===== config.mk =====
export PLATFORM = sky130hd
export DESIGN_NAME = lrxwb_core
export DESIGN_NICKNAME = d
export VERILOG_FILES = /design/src/lrxwb_pkg.sv /design/src/lrxwb_core.sv
export SDC_FILE = /design/constraint.sdc
export NUM_CORES = 1
export LEC_CHECK = 0
export BUFFER_PORTS_ARGS = -buffer_cell sky130_fd_sc_hd__clkbuf_2
export CORE_MARGIN = 2
export CORE_UTILIZATION = 53
export CTS_CLUSTER_DIAMETER = 150
export CTS_CLUSTER_SIZE = 40
export DETAILED_ROUTE_END_ITERATION = 16
export PLACE_DENSITY_LB_ADDON = 0.1
export SYNTH_ARGS = -nofsm -noshare
export SYNTH_HDL_FRONTEND = slang
export SYNTH_SLANG_ARGS = --single-unit

===== constraint.sdc =====
create_clock -name mclk -period 12.1 [get_ports mclk]
set_input_delay 3.63 -clock mclk [delete_from_list [all_inputs] [get_ports mclk]]
set_output_delay 3.63 -clock mclk [all_outputs]
set_load 0.01 [all_outputs]

===== src/lrxwb_pkg.sv =====
// Purpose: constants and carriers for the legacy rx descriptor write-back
// Assumes: 100 MHz mclk, Avalon-MM register slave with byte addresses
// Notes:
// Contract
// - legacy layout is used only while the format select reads 000b
// - after storing data, write back tag, errors, status, checksum, length
// - length counts bytes stored in this buffer, stored CRC included
// - checksum is raw ones-complement sum after IP header, CRC excluded
// - status bits: filter 7, ipv4 6, l4 5, udp 4, vlan 3, eop 1, done 0
// - non-last buffer gets done=1 eop=0 and only its length is valid
// - last buffer gets done=1 eop=1 with every field valid
// - vlan flag set when ethertype matches and vlan mode is enabled
// - no offload means all checksum-done flags clear, incl UDP csum zero
// - unsupported types get no checksum flags; IPv6 never sets ipv4 done
// - hash-only multicast sets filter flag; promisc mcast or bcast clear it
// - forwarded MAC control frame missing exact filters sets filter flag
// - errors: data error 7, ipv4 error 6, l4 error 5, bits 4:0 zero
// - checksum errors only with matching done flag, only on last buffer
// - checksum errors never influence address or type filtering
// - with both offloads disabled, ipv4 and l4 error flags are zero
// - CRC-type errors set data error; bad packets posted only if stored
// - matching vlan packet records tag, else tag field is zero
// - tag holds priority 15:13, canonical bit 12, vlan id 11:0
`default_nettype none
package lrxwb_pkg;

  // register byte offsets
  localparam logic [4:0] LRXWB_CTRL_OFS  = 5'h00;
  localparam logic [4:0] LRXWB_VET_OFS   = 5'h04;
  localparam logic [4:0] LRXWB_STAT_OFS  = 5'h08;
  localparam logic [4:0] LRXWB_WBLO_OFS  = 5'h0C;
  localparam logic [4:0] LRXWB_WBHI_OFS  = 5'h10;

  // control register fields
  localparam int LRXWB_VME_BIT   = 0;
  localparam int LRXWB_MPE_BIT   = 1;
  localparam int LRXWB_BAM_BIT   = 2;
  localparam int LRXWB_PMCF_BIT  = 3;
  localparam int LRXWB_SBP_BIT   = 4;
  localparam int LRXWB_IPOF_BIT  = 5;
  localparam int LRXWB_TUOF_BIT  = 6;
  localparam int LRXWB_FMT_LSB   = 8;
  localparam logic [10:0] LRXWB_CTRL_RST = 11'h000;
  localparam logic [2:0]  LRXWB_FMT_LEGACY = 3'h0;
  localparam logic [15:0] LRXWB_VET_RST = 16'h8100;

  // status byte bits
  localparam int LRXWB_ST_DD   = 0;
  localparam int LRXWB_ST_EOP  = 1;
  localparam int LRXWB_ST_VP   = 3;
  localparam int LRXWB_ST_UDP  = 4;
  localparam int LRXWB_ST_L4   = 5;
  localparam int LRXWB_ST_IPV4 = 6;
  localparam int LRXWB_ST_PIF  = 7;
  // error byte bits
  localparam int LRXWB_ER_L4   = 5;
  localparam int LRXWB_ER_IPV4 = 6;
  localparam int LRXWB_ER_RXE  = 7;

  // one received byte with its placement flags
  typedef struct packed {
    logic [7:0] data;
    logic       stored;   // byte was placed in the host buffer
    logic       past_ip;  // byte lies after the IP header
    logic       is_crc;   // byte belongs to the CRC
  } lrxwb_byte_t;

  // per-packet results from the filter, parser and checksum blocks
  typedef struct packed {
    logic [15:0] ethertype;
    logic [15:0] vlan_tag;
    logic        ipv4;
    logic        ipv6;
    logic        tcp;
    logic        udp;
    logic        udp_csum_zero;
    logic        ipv4_csum_bad;
    logic        l4_csum_bad;
    logic        crc_error;
    logic        da_multicast;
    logic        da_broadcast;
    logic        exact_match;
    logic        hash_match;
    logic        mac_ctrl;
  } lrxwb_pkt_t;

  // second descriptor word as written back
  typedef struct packed {
    logic [15:0] vlan_tag;
    logic [7:0]  errors;
    logic [7:0]  status;
    logic [15:0] frag_csum;
    logic [15:0] length;
  } lrxwb_wb_t;

  // end-around carry add for the fragment checksum
  function automatic logic [15:0] lrxwb_csum_add(input logic [15:0] a,
                                                 input logic [15:0] b);
    logic [16:0] s;
    s = {1'b0, a} + {1'b0, b};
    return s[15:0] + {15'h0000, s[16]};
  endfunction

endpackage
`default_nettype wire


===== src/lrxwb_core.sv =====
// Purpose: legacy receive descriptor write-back builder with register slave
// Assumes: byte stream and per-packet results synchronous to mclk
// Notes: one write-back per buffer close in legacy format except a dropped bad packet's last buffer, pulsed one cycle after buf_done
`timescale 1ns/1ps
`default_nettype none
module lrxwb_core (
  input  wire logic                 mclk,
  input  wire logic                 reset,
  // avalon-mm register slave
  input  wire logic [4:0]           avs_address,
  input  wire logic                 avs_read,
  input  wire logic                 avs_write,
  input  wire logic [31:0]          avs_writedata,
  input  wire logic [3:0]           avs_byteenable,
  output logic [31:0]               avs_readdata,
  output logic                      avs_waitrequest,
  // received byte stream
  input  wire logic                 rx_valid,
  input  wire lrxwb_pkg::lrxwb_byte_t rx_byte,
  // buffer close and packet results
  input  wire logic                 buf_done,
  input  wire logic                 buf_last,
  input  wire lrxwb_pkg::lrxwb_pkt_t pkt_info,
  // descriptor write-back
  output logic                      wb_valid,
  output lrxwb_pkg::lrxwb_wb_t      wb_word,
  output logic                      bad_pkt_drop
);
  import lrxwb_pkg::*;

  logic [10:0] ctrl;
  logic [15:0] vlan_ethertype_value;
  logic        bus_ack;
  logic [15:0] wb_count;
  logic [15:0] drop_count;
  logic [15:0] byte_count;
  logic [15:0] csum_acc;
  logic [7:0]  csum_hi;
  logic        csum_odd;
  logic [15:0] next_byte_count;
  logic [15:0] next_csum_acc;
  logic [7:0]  next_csum_hi;
  logic        next_csum_odd;
  logic [15:0] final_csum;
  logic        legacy;
  logic        vlan_hit;
  logic        drop_now;
  logic        ipv4_csum_done;
  logic        l4_csum_done;
  logic        udp_csum_done;
  logic        imperfect_filter_hit;
  logic [7:0]  next_status;
  logic [7:0]  next_errors;
  logic [31:0] next_rdata;
  lrxwb_wb_t   next_wb;

  // legacy layout only with format select 000b
  assign legacy = ctrl[LRXWB_FMT_LSB +: 3] == LRXWB_FMT_LEGACY;

  // one wait cycle per access, data stands when waitrequest drops
  assign avs_waitrequest = (avs_read | avs_write) & ~bus_ack;

  always_ff @(posedge mclk) begin
    if (reset) begin
      bus_ack <= 1'b0;
    end else begin
      bus_ack <= (avs_read | avs_write) & ~bus_ack;
    end
  end

  // control and ethertype registers, written on the accepting edge
  always_ff @(posedge mclk) begin
    if (reset) begin
      ctrl <= LRXWB_CTRL_RST;
      vlan_ethertype_value  <= LRXWB_VET_RST;
    end else if (avs_write & bus_ack) begin
      if (avs_address == LRXWB_CTRL_OFS) begin
        if (avs_byteenable[0]) begin
          ctrl[7:0] <= avs_writedata[7:0];
        end
        if (avs_byteenable[1]) begin
          ctrl[10:8] <= avs_writedata[10:8];
        end
      end else if (avs_address == LRXWB_VET_OFS) begin
        if (avs_byteenable[0]) begin
          vlan_ethertype_value[7:0] <= avs_writedata[7:0];
        end
        if (avs_byteenable[1]) begin
          vlan_ethertype_value[15:8] <= avs_writedata[15:8];
        end
      end
    end
  end

  // read mux; unmapped offsets read zero
  always_comb begin
    unique case (avs_address)
      LRXWB_CTRL_OFS: next_rdata = {21'h000000, ctrl};
      LRXWB_VET_OFS:  next_rdata = {16'h0000, vlan_ethertype_value};
      LRXWB_STAT_OFS: next_rdata = {drop_count, wb_count};
      LRXWB_WBLO_OFS: next_rdata = wb_word[31:0];
      LRXWB_WBHI_OFS: next_rdata = wb_word[63:32];
      default:        next_rdata = 32'h00000000;
    endcase
  end

  always_ff @(posedge mclk) begin
    if (reset) begin
      avs_readdata <= 32'h00000000;
    end else if (avs_read & ~bus_ack) begin
      avs_readdata <= next_rdata;
    end
  end

  // per-buffer length and running fragment sum, including this cycle's byte
  always_comb begin
    next_byte_count = byte_count;
    next_csum_acc   = csum_acc;
    next_csum_hi    = csum_hi;
    next_csum_odd   = csum_odd;
    if (rx_valid & rx_byte.stored) begin
      next_byte_count = byte_count + 16'h0001;
    end
    if (rx_valid & rx_byte.past_ip & ~rx_byte.is_crc) begin
      // bytes pair big-end first into 16-bit words
      if (csum_odd) begin
        next_csum_acc = lrxwb_csum_add(csum_acc, {csum_hi, rx_byte.data});
        next_csum_odd = 1'b0;
      end else begin
        next_csum_hi  = rx_byte.data;
        next_csum_odd = 1'b1;
      end
    end
  end

  // an odd trailing byte is padded with zero, no final inversion
  assign final_csum = next_csum_odd ?
    lrxwb_csum_add(next_csum_acc, {next_csum_hi, 8'h00}) :
    next_csum_acc;

  // length restarts per buffer, checksum runs over the whole packet
  always_ff @(posedge mclk) begin
    if (reset) begin
      byte_count <= 16'h0000;
    end else if (buf_done) begin
      byte_count <= 16'h0000;
    end else begin
      byte_count <= next_byte_count;
    end
  end

  always_ff @(posedge mclk) begin
    if (reset) begin
      csum_acc <= 16'h0000;
      csum_hi  <= 8'h00;
      csum_odd <= 1'b0;
    end else if (buf_done & buf_last) begin
      csum_acc <= 16'h0000;
      csum_hi  <= 8'h00;
      csum_odd <= 1'b0;
    end else begin
      csum_acc <= next_csum_acc;
      csum_hi  <= next_csum_hi;
      csum_odd <= next_csum_odd;
    end
  end

  // vlan match needs both the ethertype and vlan mode
  assign vlan_hit = ctrl[LRXWB_VME_BIT] &
                    (pkt_info.ethertype == vlan_ethertype_value);

  // checksum-done flags; IPv6 never reports ipv4 done
  assign ipv4_csum_done  = ctrl[LRXWB_IPOF_BIT] & pkt_info.ipv4 & ~pkt_info.ipv6;
  assign l4_csum_done  = ctrl[LRXWB_TUOF_BIT] & pkt_info.tcp &
                 (pkt_info.ipv4 | pkt_info.ipv6);
  // UDP over IPv4 with a zero checksum is not offloaded
  assign udp_csum_done = ctrl[LRXWB_TUOF_BIT] & pkt_info.udp & ~pkt_info.tcp &
                 (pkt_info.ipv6 | (pkt_info.ipv4 & ~pkt_info.udp_csum_zero));

  // imperfect filter uses address and control-frame results only, never checksum status
  assign imperfect_filter_hit = (pkt_info.da_multicast & ~pkt_info.da_broadcast &
                pkt_info.hash_match & ~pkt_info.exact_match &
                ~ctrl[LRXWB_MPE_BIT]) |
               (pkt_info.da_broadcast & ~ctrl[LRXWB_BAM_BIT] &
                ~pkt_info.exact_match) |
               (pkt_info.mac_ctrl & ~ctrl[LRXWB_PMCF_BIT] &
                ~pkt_info.exact_match);

  // a bad frame's last buffer is only posted when store-bad-packets is on
  assign drop_now = buf_done & buf_last & pkt_info.crc_error &
                    ~ctrl[LRXWB_SBP_BIT];

  // status and error bytes; non-last buffers carry done only
  always_comb begin
    next_status = 8'h00;
    next_errors = 8'h00;
    next_status[LRXWB_ST_DD] = 1'b1;
    if (buf_last) begin
      next_status[LRXWB_ST_EOP]  = 1'b1;
      next_status[LRXWB_ST_PIF]  = imperfect_filter_hit;
      next_status[LRXWB_ST_IPV4] = ipv4_csum_done;
      next_status[LRXWB_ST_L4]   = l4_csum_done;
      next_status[LRXWB_ST_UDP]  = udp_csum_done;
      next_status[LRXWB_ST_VP]   = vlan_hit;
      next_errors[LRXWB_ER_RXE]  = pkt_info.crc_error;
      // errors only alongside their done flag
      next_errors[LRXWB_ER_IPV4] = ipv4_csum_done & pkt_info.ipv4_csum_bad;
      next_errors[LRXWB_ER_L4]   = (l4_csum_done | udp_csum_done) & pkt_info.l4_csum_bad;
    end
  end

  // second word assembly in its fixed field order
  always_comb begin
    next_wb.vlan_tag  = 16'h0000;
    next_wb.errors    = next_errors;
    next_wb.status    = next_status;
    next_wb.frag_csum = buf_last ? final_csum : 16'h0000;
    next_wb.length    = next_byte_count;
    if (buf_last & vlan_hit) begin
      // tag kept in network order: priority, canonical bit, id
      next_wb.vlan_tag = pkt_info.vlan_tag;
    end
  end

  // write-back pulse; a dropped bad packet's last buffer gets none
  always_ff @(posedge mclk) begin
    if (reset) begin
      wb_valid     <= 1'b0;
      bad_pkt_drop <= 1'b0;
    end else begin
      wb_valid     <= buf_done & legacy & ~drop_now;
      bad_pkt_drop <= drop_now & legacy;
    end
  end

  always_ff @(posedge mclk) begin
    if (reset) begin
      wb_word <= '0;
    end else if (buf_done & legacy & ~drop_now) begin
      wb_word <= next_wb;
    end
  end

  // software-visible event counters
  always_ff @(posedge mclk) begin
    if (reset) begin
      wb_count   <= 16'h0000;
      drop_count <= 16'h0000;
    end else begin
      if (buf_done & legacy & ~drop_now) begin
        wb_count <= wb_count + 16'h0001;
      end
      if (drop_now & legacy) begin
        drop_count <= drop_count + 16'h0001;
      end
    end
  end
endmodule
`default_nettype wire


==> results of run 1 <==
## worst reg2reg max path: cells and delay by family, from the launching register on
family	cells	cell delay, ps
fa+ha+maj	4	1310
xor+xnor	1	210
simple gates	10	2190
compound gates	15	3300
flops	1	490
buf+inv	2	250
## sequential cells by signal (all words and copies together) (netlist names), 11 cells and up
name and count:
avs_readdata 32, wb_count 16, vlan_ethertype_value 16, ctrl 11
csum_acc 16, byte_count 16, drop_count 16, wb_word 58
## logic make-up (layout without fill, tap and decap cells)
logic type               after synthesis  in the layout  share of synthesized area [%]
other                                  1              6                        0.03747
AND/OR/NAND/NOR                      485            485                          22.68
AO/OA/AOI/OAI                        265            265                          18.13
XOR/XNOR                              88             88                          7.977
flip-flops                           193            193                          38.61
adder cells (fa/ha/maj)               34             34                          4.376
buffers and inverters                 94            241                          3.788
multiplexers                          42             42                          4.401
## layout by cell type (no fill, tap or decap), types with 4 or more instances in the layout
cell         n
nor2_1     212
dfxtp_1    193
clkbuf_2   177
nand2_1     96
a21oi_1     88
xnor2_1     44
xor2_1      42
ha_1        31
a222oi_1    30
o21ai_0     29
nor3_1      28
mux2i_1     26
nand3_1     25
a22oi_1     25
a211oi_1    23
inv_1       22
nor2b_1     20
nand4_1     19
clkbuf_16   17
mux2_2      16
a21o_1      14
or3_1       13
nor4_1      12
and3_1      11
buf_4       10
nand2b_1     9
nand3b_1     6
o211ai_1     6
conb_1       6
inv_6        6
a211o_1      5
or2_2        5
and2_1       5
o22ai_1      5
a31oi_1      4
and4_1       4
a31o_2       4
nor3b_1      4
## layer usage
| metal | global-route usage, % | vias up |
|---|---|---|
| met2 | 42.16 | 343 |
| met5 | 0 | - |
| li1 | - | 4569 |
| met4 | 10.42 | 0 |
| met1 | 40.43 | 4367 |
| met3 | 6.817 | 56 |
## final cells by class
class,count,share of cell area (%)
multi-input combinational,920,49.94
sequential,193,33.20
timing repair buffer,187,8.257
clock buffer,18,3.774
tap,234,2.516
clock inverter,14,1.602
inverter,22,0.7096
## power breakdown
| part | total (mW) | switching (mW) | leakage [nW] | internal, mW |
|---|---|---|---|---|
| combinational | 0.101 | 0.0653 | 2.70 | 0.0361 |
| clock | 0.602 | 0.279 | 0.304 | 0.322 |
| sequential | 0.650 | 0.00832 | 1.56 | 0.642 |
## cells in the mapped netlist, types with 26 or more instances
| library cell | instances |
|---|---|
| dfxtp_1 | 193 |
| clkbuf_1 | 59 |
| ha_1 | 31 |
| nor2_1 | 214 |
| nor3_1 | 28 |
| o21ai_0 | 29 |
| nand2_1 | 96 |
| mux2i_1 | 26 |
| xnor2_1 | 44 |
| xor2_1 | 42 |
| a21oi_1 | 88 |
| a222oi_1 | 30 |
## final timing paths
check	startpoint	end	slack, ps	depth (start not counted)
worst max register to register	csum_acc[1]	wb_word[31]	4270	32
worst max-delay path	rx_byte[3]	wb_word[31]	1350	34
worst min-delay path	wb_word[38]	wb_word[38]	480	2
worst min register to register	wb_word[38]	wb_word[38]	480	2
==> results.md, run 1 <==
- Number of cell rows: 50
- Wirelength per Cell: roughly 18 µm
- Tightest Hold Check Type: reg -> reg
- Fin Setup TNS: 0 ps
- Buf/Inv on CP: 3
- Initial DRT Pass Iterations: 6
- Placed wire-length estimate: about 21000 µm
- Status: completed
- Synth-to-layout area growth: 16.29%
- Fillers: 1677
- Final min period: approximately 11000 ps
- Met1 WL: 13470 µm
- Overall Global Routing Usage: 28.48%
- Antenna-violating nets left: 0
- Maximum clock frequency: 0.09307 GHz
- Final period util: between 80% and 90%
- # Post-CTS Setup Buffers: 0
- Via density: just under 6
- FF/Latch Area: 3864 µm²
- Die Ht: between 100 and 150 µm
- Setup ws final: around 1400 ps
- Worst Skew: about 12 ps
- Multi-input logic area: between 5000 and 6000 µm²
- Root Driver: clkbuf_16
- Worst-margin pin slew: about 1100 ps
- Endpoints failing hold: 0
- Design area: ~12000 µm²
- Grt ovf: 0
- # DRC: 0
- # clock sinks: around 190
- Crit path max-delay family: compound AO/OA/AOI/OAI gates
- Die area: 20000 µm²
- Latest clock arrival within the worst-skew pair: roughly 450 ps
- PortBufs: approximately 180
- Yosys reg bits: approximately 190
- Initial antenna violation count: 1
- Syn_area_per_cell: roughly 8.3 µm²
- Number of diodes: 0
- DR WL met2: around 13000 µm
- Final core occ: 62.42%
- Slowest cell on the critical path: fa_1
- Leak pwr: around 4.6 nW
- Largest cells by area after synthesis: dfxtp_1 (39%), nor2_1 (8.0%), a21oi_1 (4.4%)
- Number of synthesized flops with an enable pin: 0
- Clock-pin slew on the worst setup and hold paths: approximately 80 ps
- # setup viols final: 0
- Share of layout cells above drive strength 1: 18.69%
- Pins over their slew limit: 0
- CTS tree: done
- Top Layer Used: met4
- CP peak stage delay: around 450 ps
- Final net count: approximately 1500
- Async S/R FF share, synth: 0%
- Placed Area: about 11000 µm²
- Routed Wire Length: about 29000 µm
- CORE AREA: roughly 19000 µm²
- Share of the synthesized area in the top cell type: 38.61%
- Sequential area share after synthesis: between 30% and 40%
- Initial core utilization: 53.68%
- RSZ-0062 raised after global routing: false
- Pre-CTS setup slack: about 1100 ps
- Crit path DAT: around 11000 ps
- Crit Path Class: in -> reg
- CTS Hold Bufs: 0
- Hold_ws: around 480 ps
- IO Count: roughly 200
- CTS Buffer Depth: 2
- Total CTS buffers: 17
- Final Non-Filler Cells: ~1600
- Element type at the critical path end: flop
- First-pass GRT wire length: roughly 45000 µm
- WL met3: approximately 2000 µm
- Post-CTS Resized: 0
- Max Cap Viol: 0
- Cells after synthesis: roughly 1200
- Maximum VDD drop: just over 0.1 mV
- Placer Congestion: around 0.91
- Initial DRC count: 929
- Netlist cell types: 68
- Synth area leader: dfxtp_1
- PnR Total Power: around 1.4 mW
- Number of global-route vias before repair: roughly 8500
- Cell Area, Synth: ~10000 µm²
- Placed Instances: between 1500 and 2000
- Via Count: between 9000 and 10000
- H-tree depth: 4
- Largest net degree at the start of global routing: 88
- Worst-path maximum fanout: 5
- Die Wd: 141.4 µm
- Slew headroom: between 20% and 30%
- Primary FF master, synth: dfxtp_1
- Type of origin of the critical path: input pin
- PD cells: around 120 nW/µm²
- Ys Warns: 0
- Data required, critical path: roughly 12000 ps
(Power assumes the default switching activity.)
==> inputs of run 2 (changes only) <==
--- a/config.mk
+++ b/config.mk
@@ -7,7 +7,7 @@
 export LEC_CHECK = 0
 export BUFFER_PORTS_ARGS = -buffer_cell sky130_fd_sc_hd__clkbuf_2
 export CORE_MARGIN = 2
-export CORE_UTILIZATION = 53
+export CORE_UTILIZATION = 55
 export CTS_CLUSTER_DIAMETER = 150
 export CTS_CLUSTER_SIZE = 40
 export DETAILED_ROUTE_END_ITERATION = 16
==> run 2 against run 1 <==
Compared with the run above: register-to-register slack improved by 180 ps; critical path type unchanged; first-iteration DRC count fell by 10%; wire length fell by 1.7%; global-route usage rose by 0.42 points; cell count fell by 0.31%; sequential power barely moved; largest cell class unchanged; worst setup slack improved by 170 ps; clock power fell by 4.3%; flip-flop and latch count did not move; die area fell by 3.5%; critical path depth did not move.
==> results.md, run 2 (synthesized netlist as in run 1, its figures left out) <==
- Status: completed
- CTS Hold Bufs: 0 (unchanged)
- Hold Crit Start: avs_readdata[9]
- Largest net degree at the start of global routing: 93 (+5.7%)
- Final min period: 10570 ps (-174.2 ps)
- Reg2reg start: csum_acc[1]
- # DRC: 0 (unchanged)
- Grt ovf: 0 (unchanged)
- Data required, critical path: 12460 ps (about the same)
- Final period util: 87.36% (-1.4 points)
- H-tree depth: 4 (unchanged)
- Largest Register: wb_word
- Die area: 19290 µm² (-3.5%)
- Root Driver: clkbuf_16
- Commonest non-fill, non-tap cell in the layout: nor2_1
- Clock-pin slew on the worst setup and hold paths: 80 ps (about the same)
- Largest register FFs: 58 (unchanged)
- RSZ-0062 raised after global routing: false
- Slowest cell on the critical path: fa_1
- Global routing usage on met3: 4.420% (-2.4 points)
- Buf/Inv on CP: 3 (unchanged)
- Leak pwr: 4.553 nW (-0.20%)
- CP peak stage delay: 450 ps (about the same)
- Crit Path Class: in -> reg
- Placed wire-length estimate: 20970 µm (-1.8%)
- Endpoints failing hold: 0 (unchanged)
- Via density: 5.922 (+0.73%)
- Number of global-route vias before repair: 8562 (+0.43%)
- Routed Wire Length: 28340 µm (-1.7%)
- Placer Congestion: 0.9277 (+2.2%)
- Antenna-violating nets left: 0 (unchanged)
- CTS tree: done
- Met1 Usage GRT: 40.84% (+0.42 points)
- Number of diodes: 0 (unchanged)
- Initial DRC count: 834 (-10%)
- Slew headroom: 24.68% (+0.56 points)
- Fin Setup TNS: 0 ps (unchanged)
- Final net count: 1478 (unchanged)
- Post-CTS Resized: 0 (unchanged)
- PortBufs: 178 (unchanged)
- Share of layout cells above drive strength 1: 18.61% (-0.074 points)
- Max Cap Viol: 0 (unchanged)
- Initial core utilization: 55.90% (+2.2 points)
- Commonest cells after routing, fill and taps aside: nor2_1 (212), dfxtp_1 (193), clkbuf_2 (177)
- Reg2Reg Setup Slack: 4450 ps (+180 ps)
- Wirelength per Cell: 17.90 µm (-1.4%)
- Largest registers: wb_word (58), avs_readdata (32)
- Worst Skew: 11.72 ps (+0.09910 ps)
- CORE AREA: 17900 µm² (-4.0%)
- First-pass GRT wire length: 45200 µm (+0.34%)
- Die Ht: 138.9 µm (-1.8%)
- Crit path DAT: 10930 ps (-180 ps)
- GRT busiest layer: met2
- Die Wd: 138.9 µm (-1.8%)
- Initial DRT Pass Iterations: 6 (unchanged)
- Number of cell rows: 49 (-2.0%)
- Maximum VDD drop: 0.09048 mV (-11%)
- # clock sinks: 193 (unchanged)
- Maximum clock frequency: 0.09460 GHz (+1.6%)
- Final Non-Filler Cells: 1583 (-0.31%)
- Crit path max-delay family: compound AO/OA/AOI/OAI gates
- # Post-CTS Setup Buffers: 0 (unchanged)
- PD cells: 114.3 nW/µm² (-1.7%)
- Initial antenna violation count: 1 (unchanged)
- Type of origin of the critical path: input pin
- Placed Instances: 1551 (-0.32%)
- Via Count: 9374 (+0.42%)
- Pins over their slew limit: 0 (unchanged)
- Tightest Hold Check Type: reg -> reg
- Overall Global Routing Usage: 28.90% (+0.42 points)
- CTS Buffer Depth: 2 (unchanged)
- Total CTS buffers: 17 (unchanged)
- Setup crit start: rx_byte[3]
- Worst-margin pin slew: 1098 ps (-8.207 ps)
- # setup viols final: 0 (unchanged)
- Worst-path maximum fanout: 5 (unchanged)
- Latest clock arrival within the worst-skew pair: 440 ps (about the same)
- Element type at the critical path end: flop
- Grt met2 use: 46.05% (+3.9 points)
- IO Count: 203 (unchanged)
- Synth-to-layout area growth: 15.95%
==> run 2: path summary, 6_finish.rpt <==
check,to,depth (start not counted)
setup / recovery,wb_word[31],34
hold / removal,avs_readdata[9],2
setup reg to reg,wb_word[31],32
hold reg to reg,avs_readdata[9],2
==> run 2: worst register-to-register path, delay by kind of cell (launching register included) <==
| kind | cells | cell delay [ps] |
|---|---|---|
| simple gates | 10 | 2120 |
| flops | 1 | 490 |
| fa+ha+maj | 4 | 1310 |
| compound gates | 15 | 3190 |
| buf+inv | 2 | 260 |
| xor+xnor | 1 | 200 |
==> run 2: power breakdown <==
part | switching (mW) | leakage (nW) | total [mW] | internal, mW
combinational | 0.0645 | 2.70 | 0.101 | 0.0361
sequential | 0.00849 | 1.56 | 0.650 | 0.642
clock | 0.274 | 0.294 | 0.576 | 0.302
total | 0.347 | 4.55 | 1.33 | 0.979
==> run 2: metrics by stage <==
stage                     area [µm²]  setup slack [ps]  hold slack, ps  utilization (%)  total power [mW]
final                          11600              1529           486.8            64.82             1.326
after global routing           11600             860.0           513.3            64.82             1.369
after CTS                      11600              1611           489.9            64.82             1.332
after detailed placement       11000              1156           473.2            61.44            0.7640
after global placement         11000              1256           466.2            61.44            0.7629
after floorplan                10030              2475           456.1                -            0.7231
==> run 2: layout make-up <==
| class | instances | area, µm² |
|---|---|---|
| Clock buffer | 18 | 439.2 |
| Clock inverter | 14 | 165.2 |
| Multi-Input combinational cell | 920 | 5806 |
| Timing Repair Buffer | 187 | 960.9 |
| Tap cell | 229 | 286.5 |
| Sequential cell | 193 | 3864 |
| Fill cell | 1584 | 6299 |
| Inverter | 22 | 82.58 |
==> run 2: layer usage <==
metal  wire length (µm)  vias up
met5                  0        -
met4                536        0
met3               1844       36
met2              12970      346
met1              12980     4424
li1                   -     4568
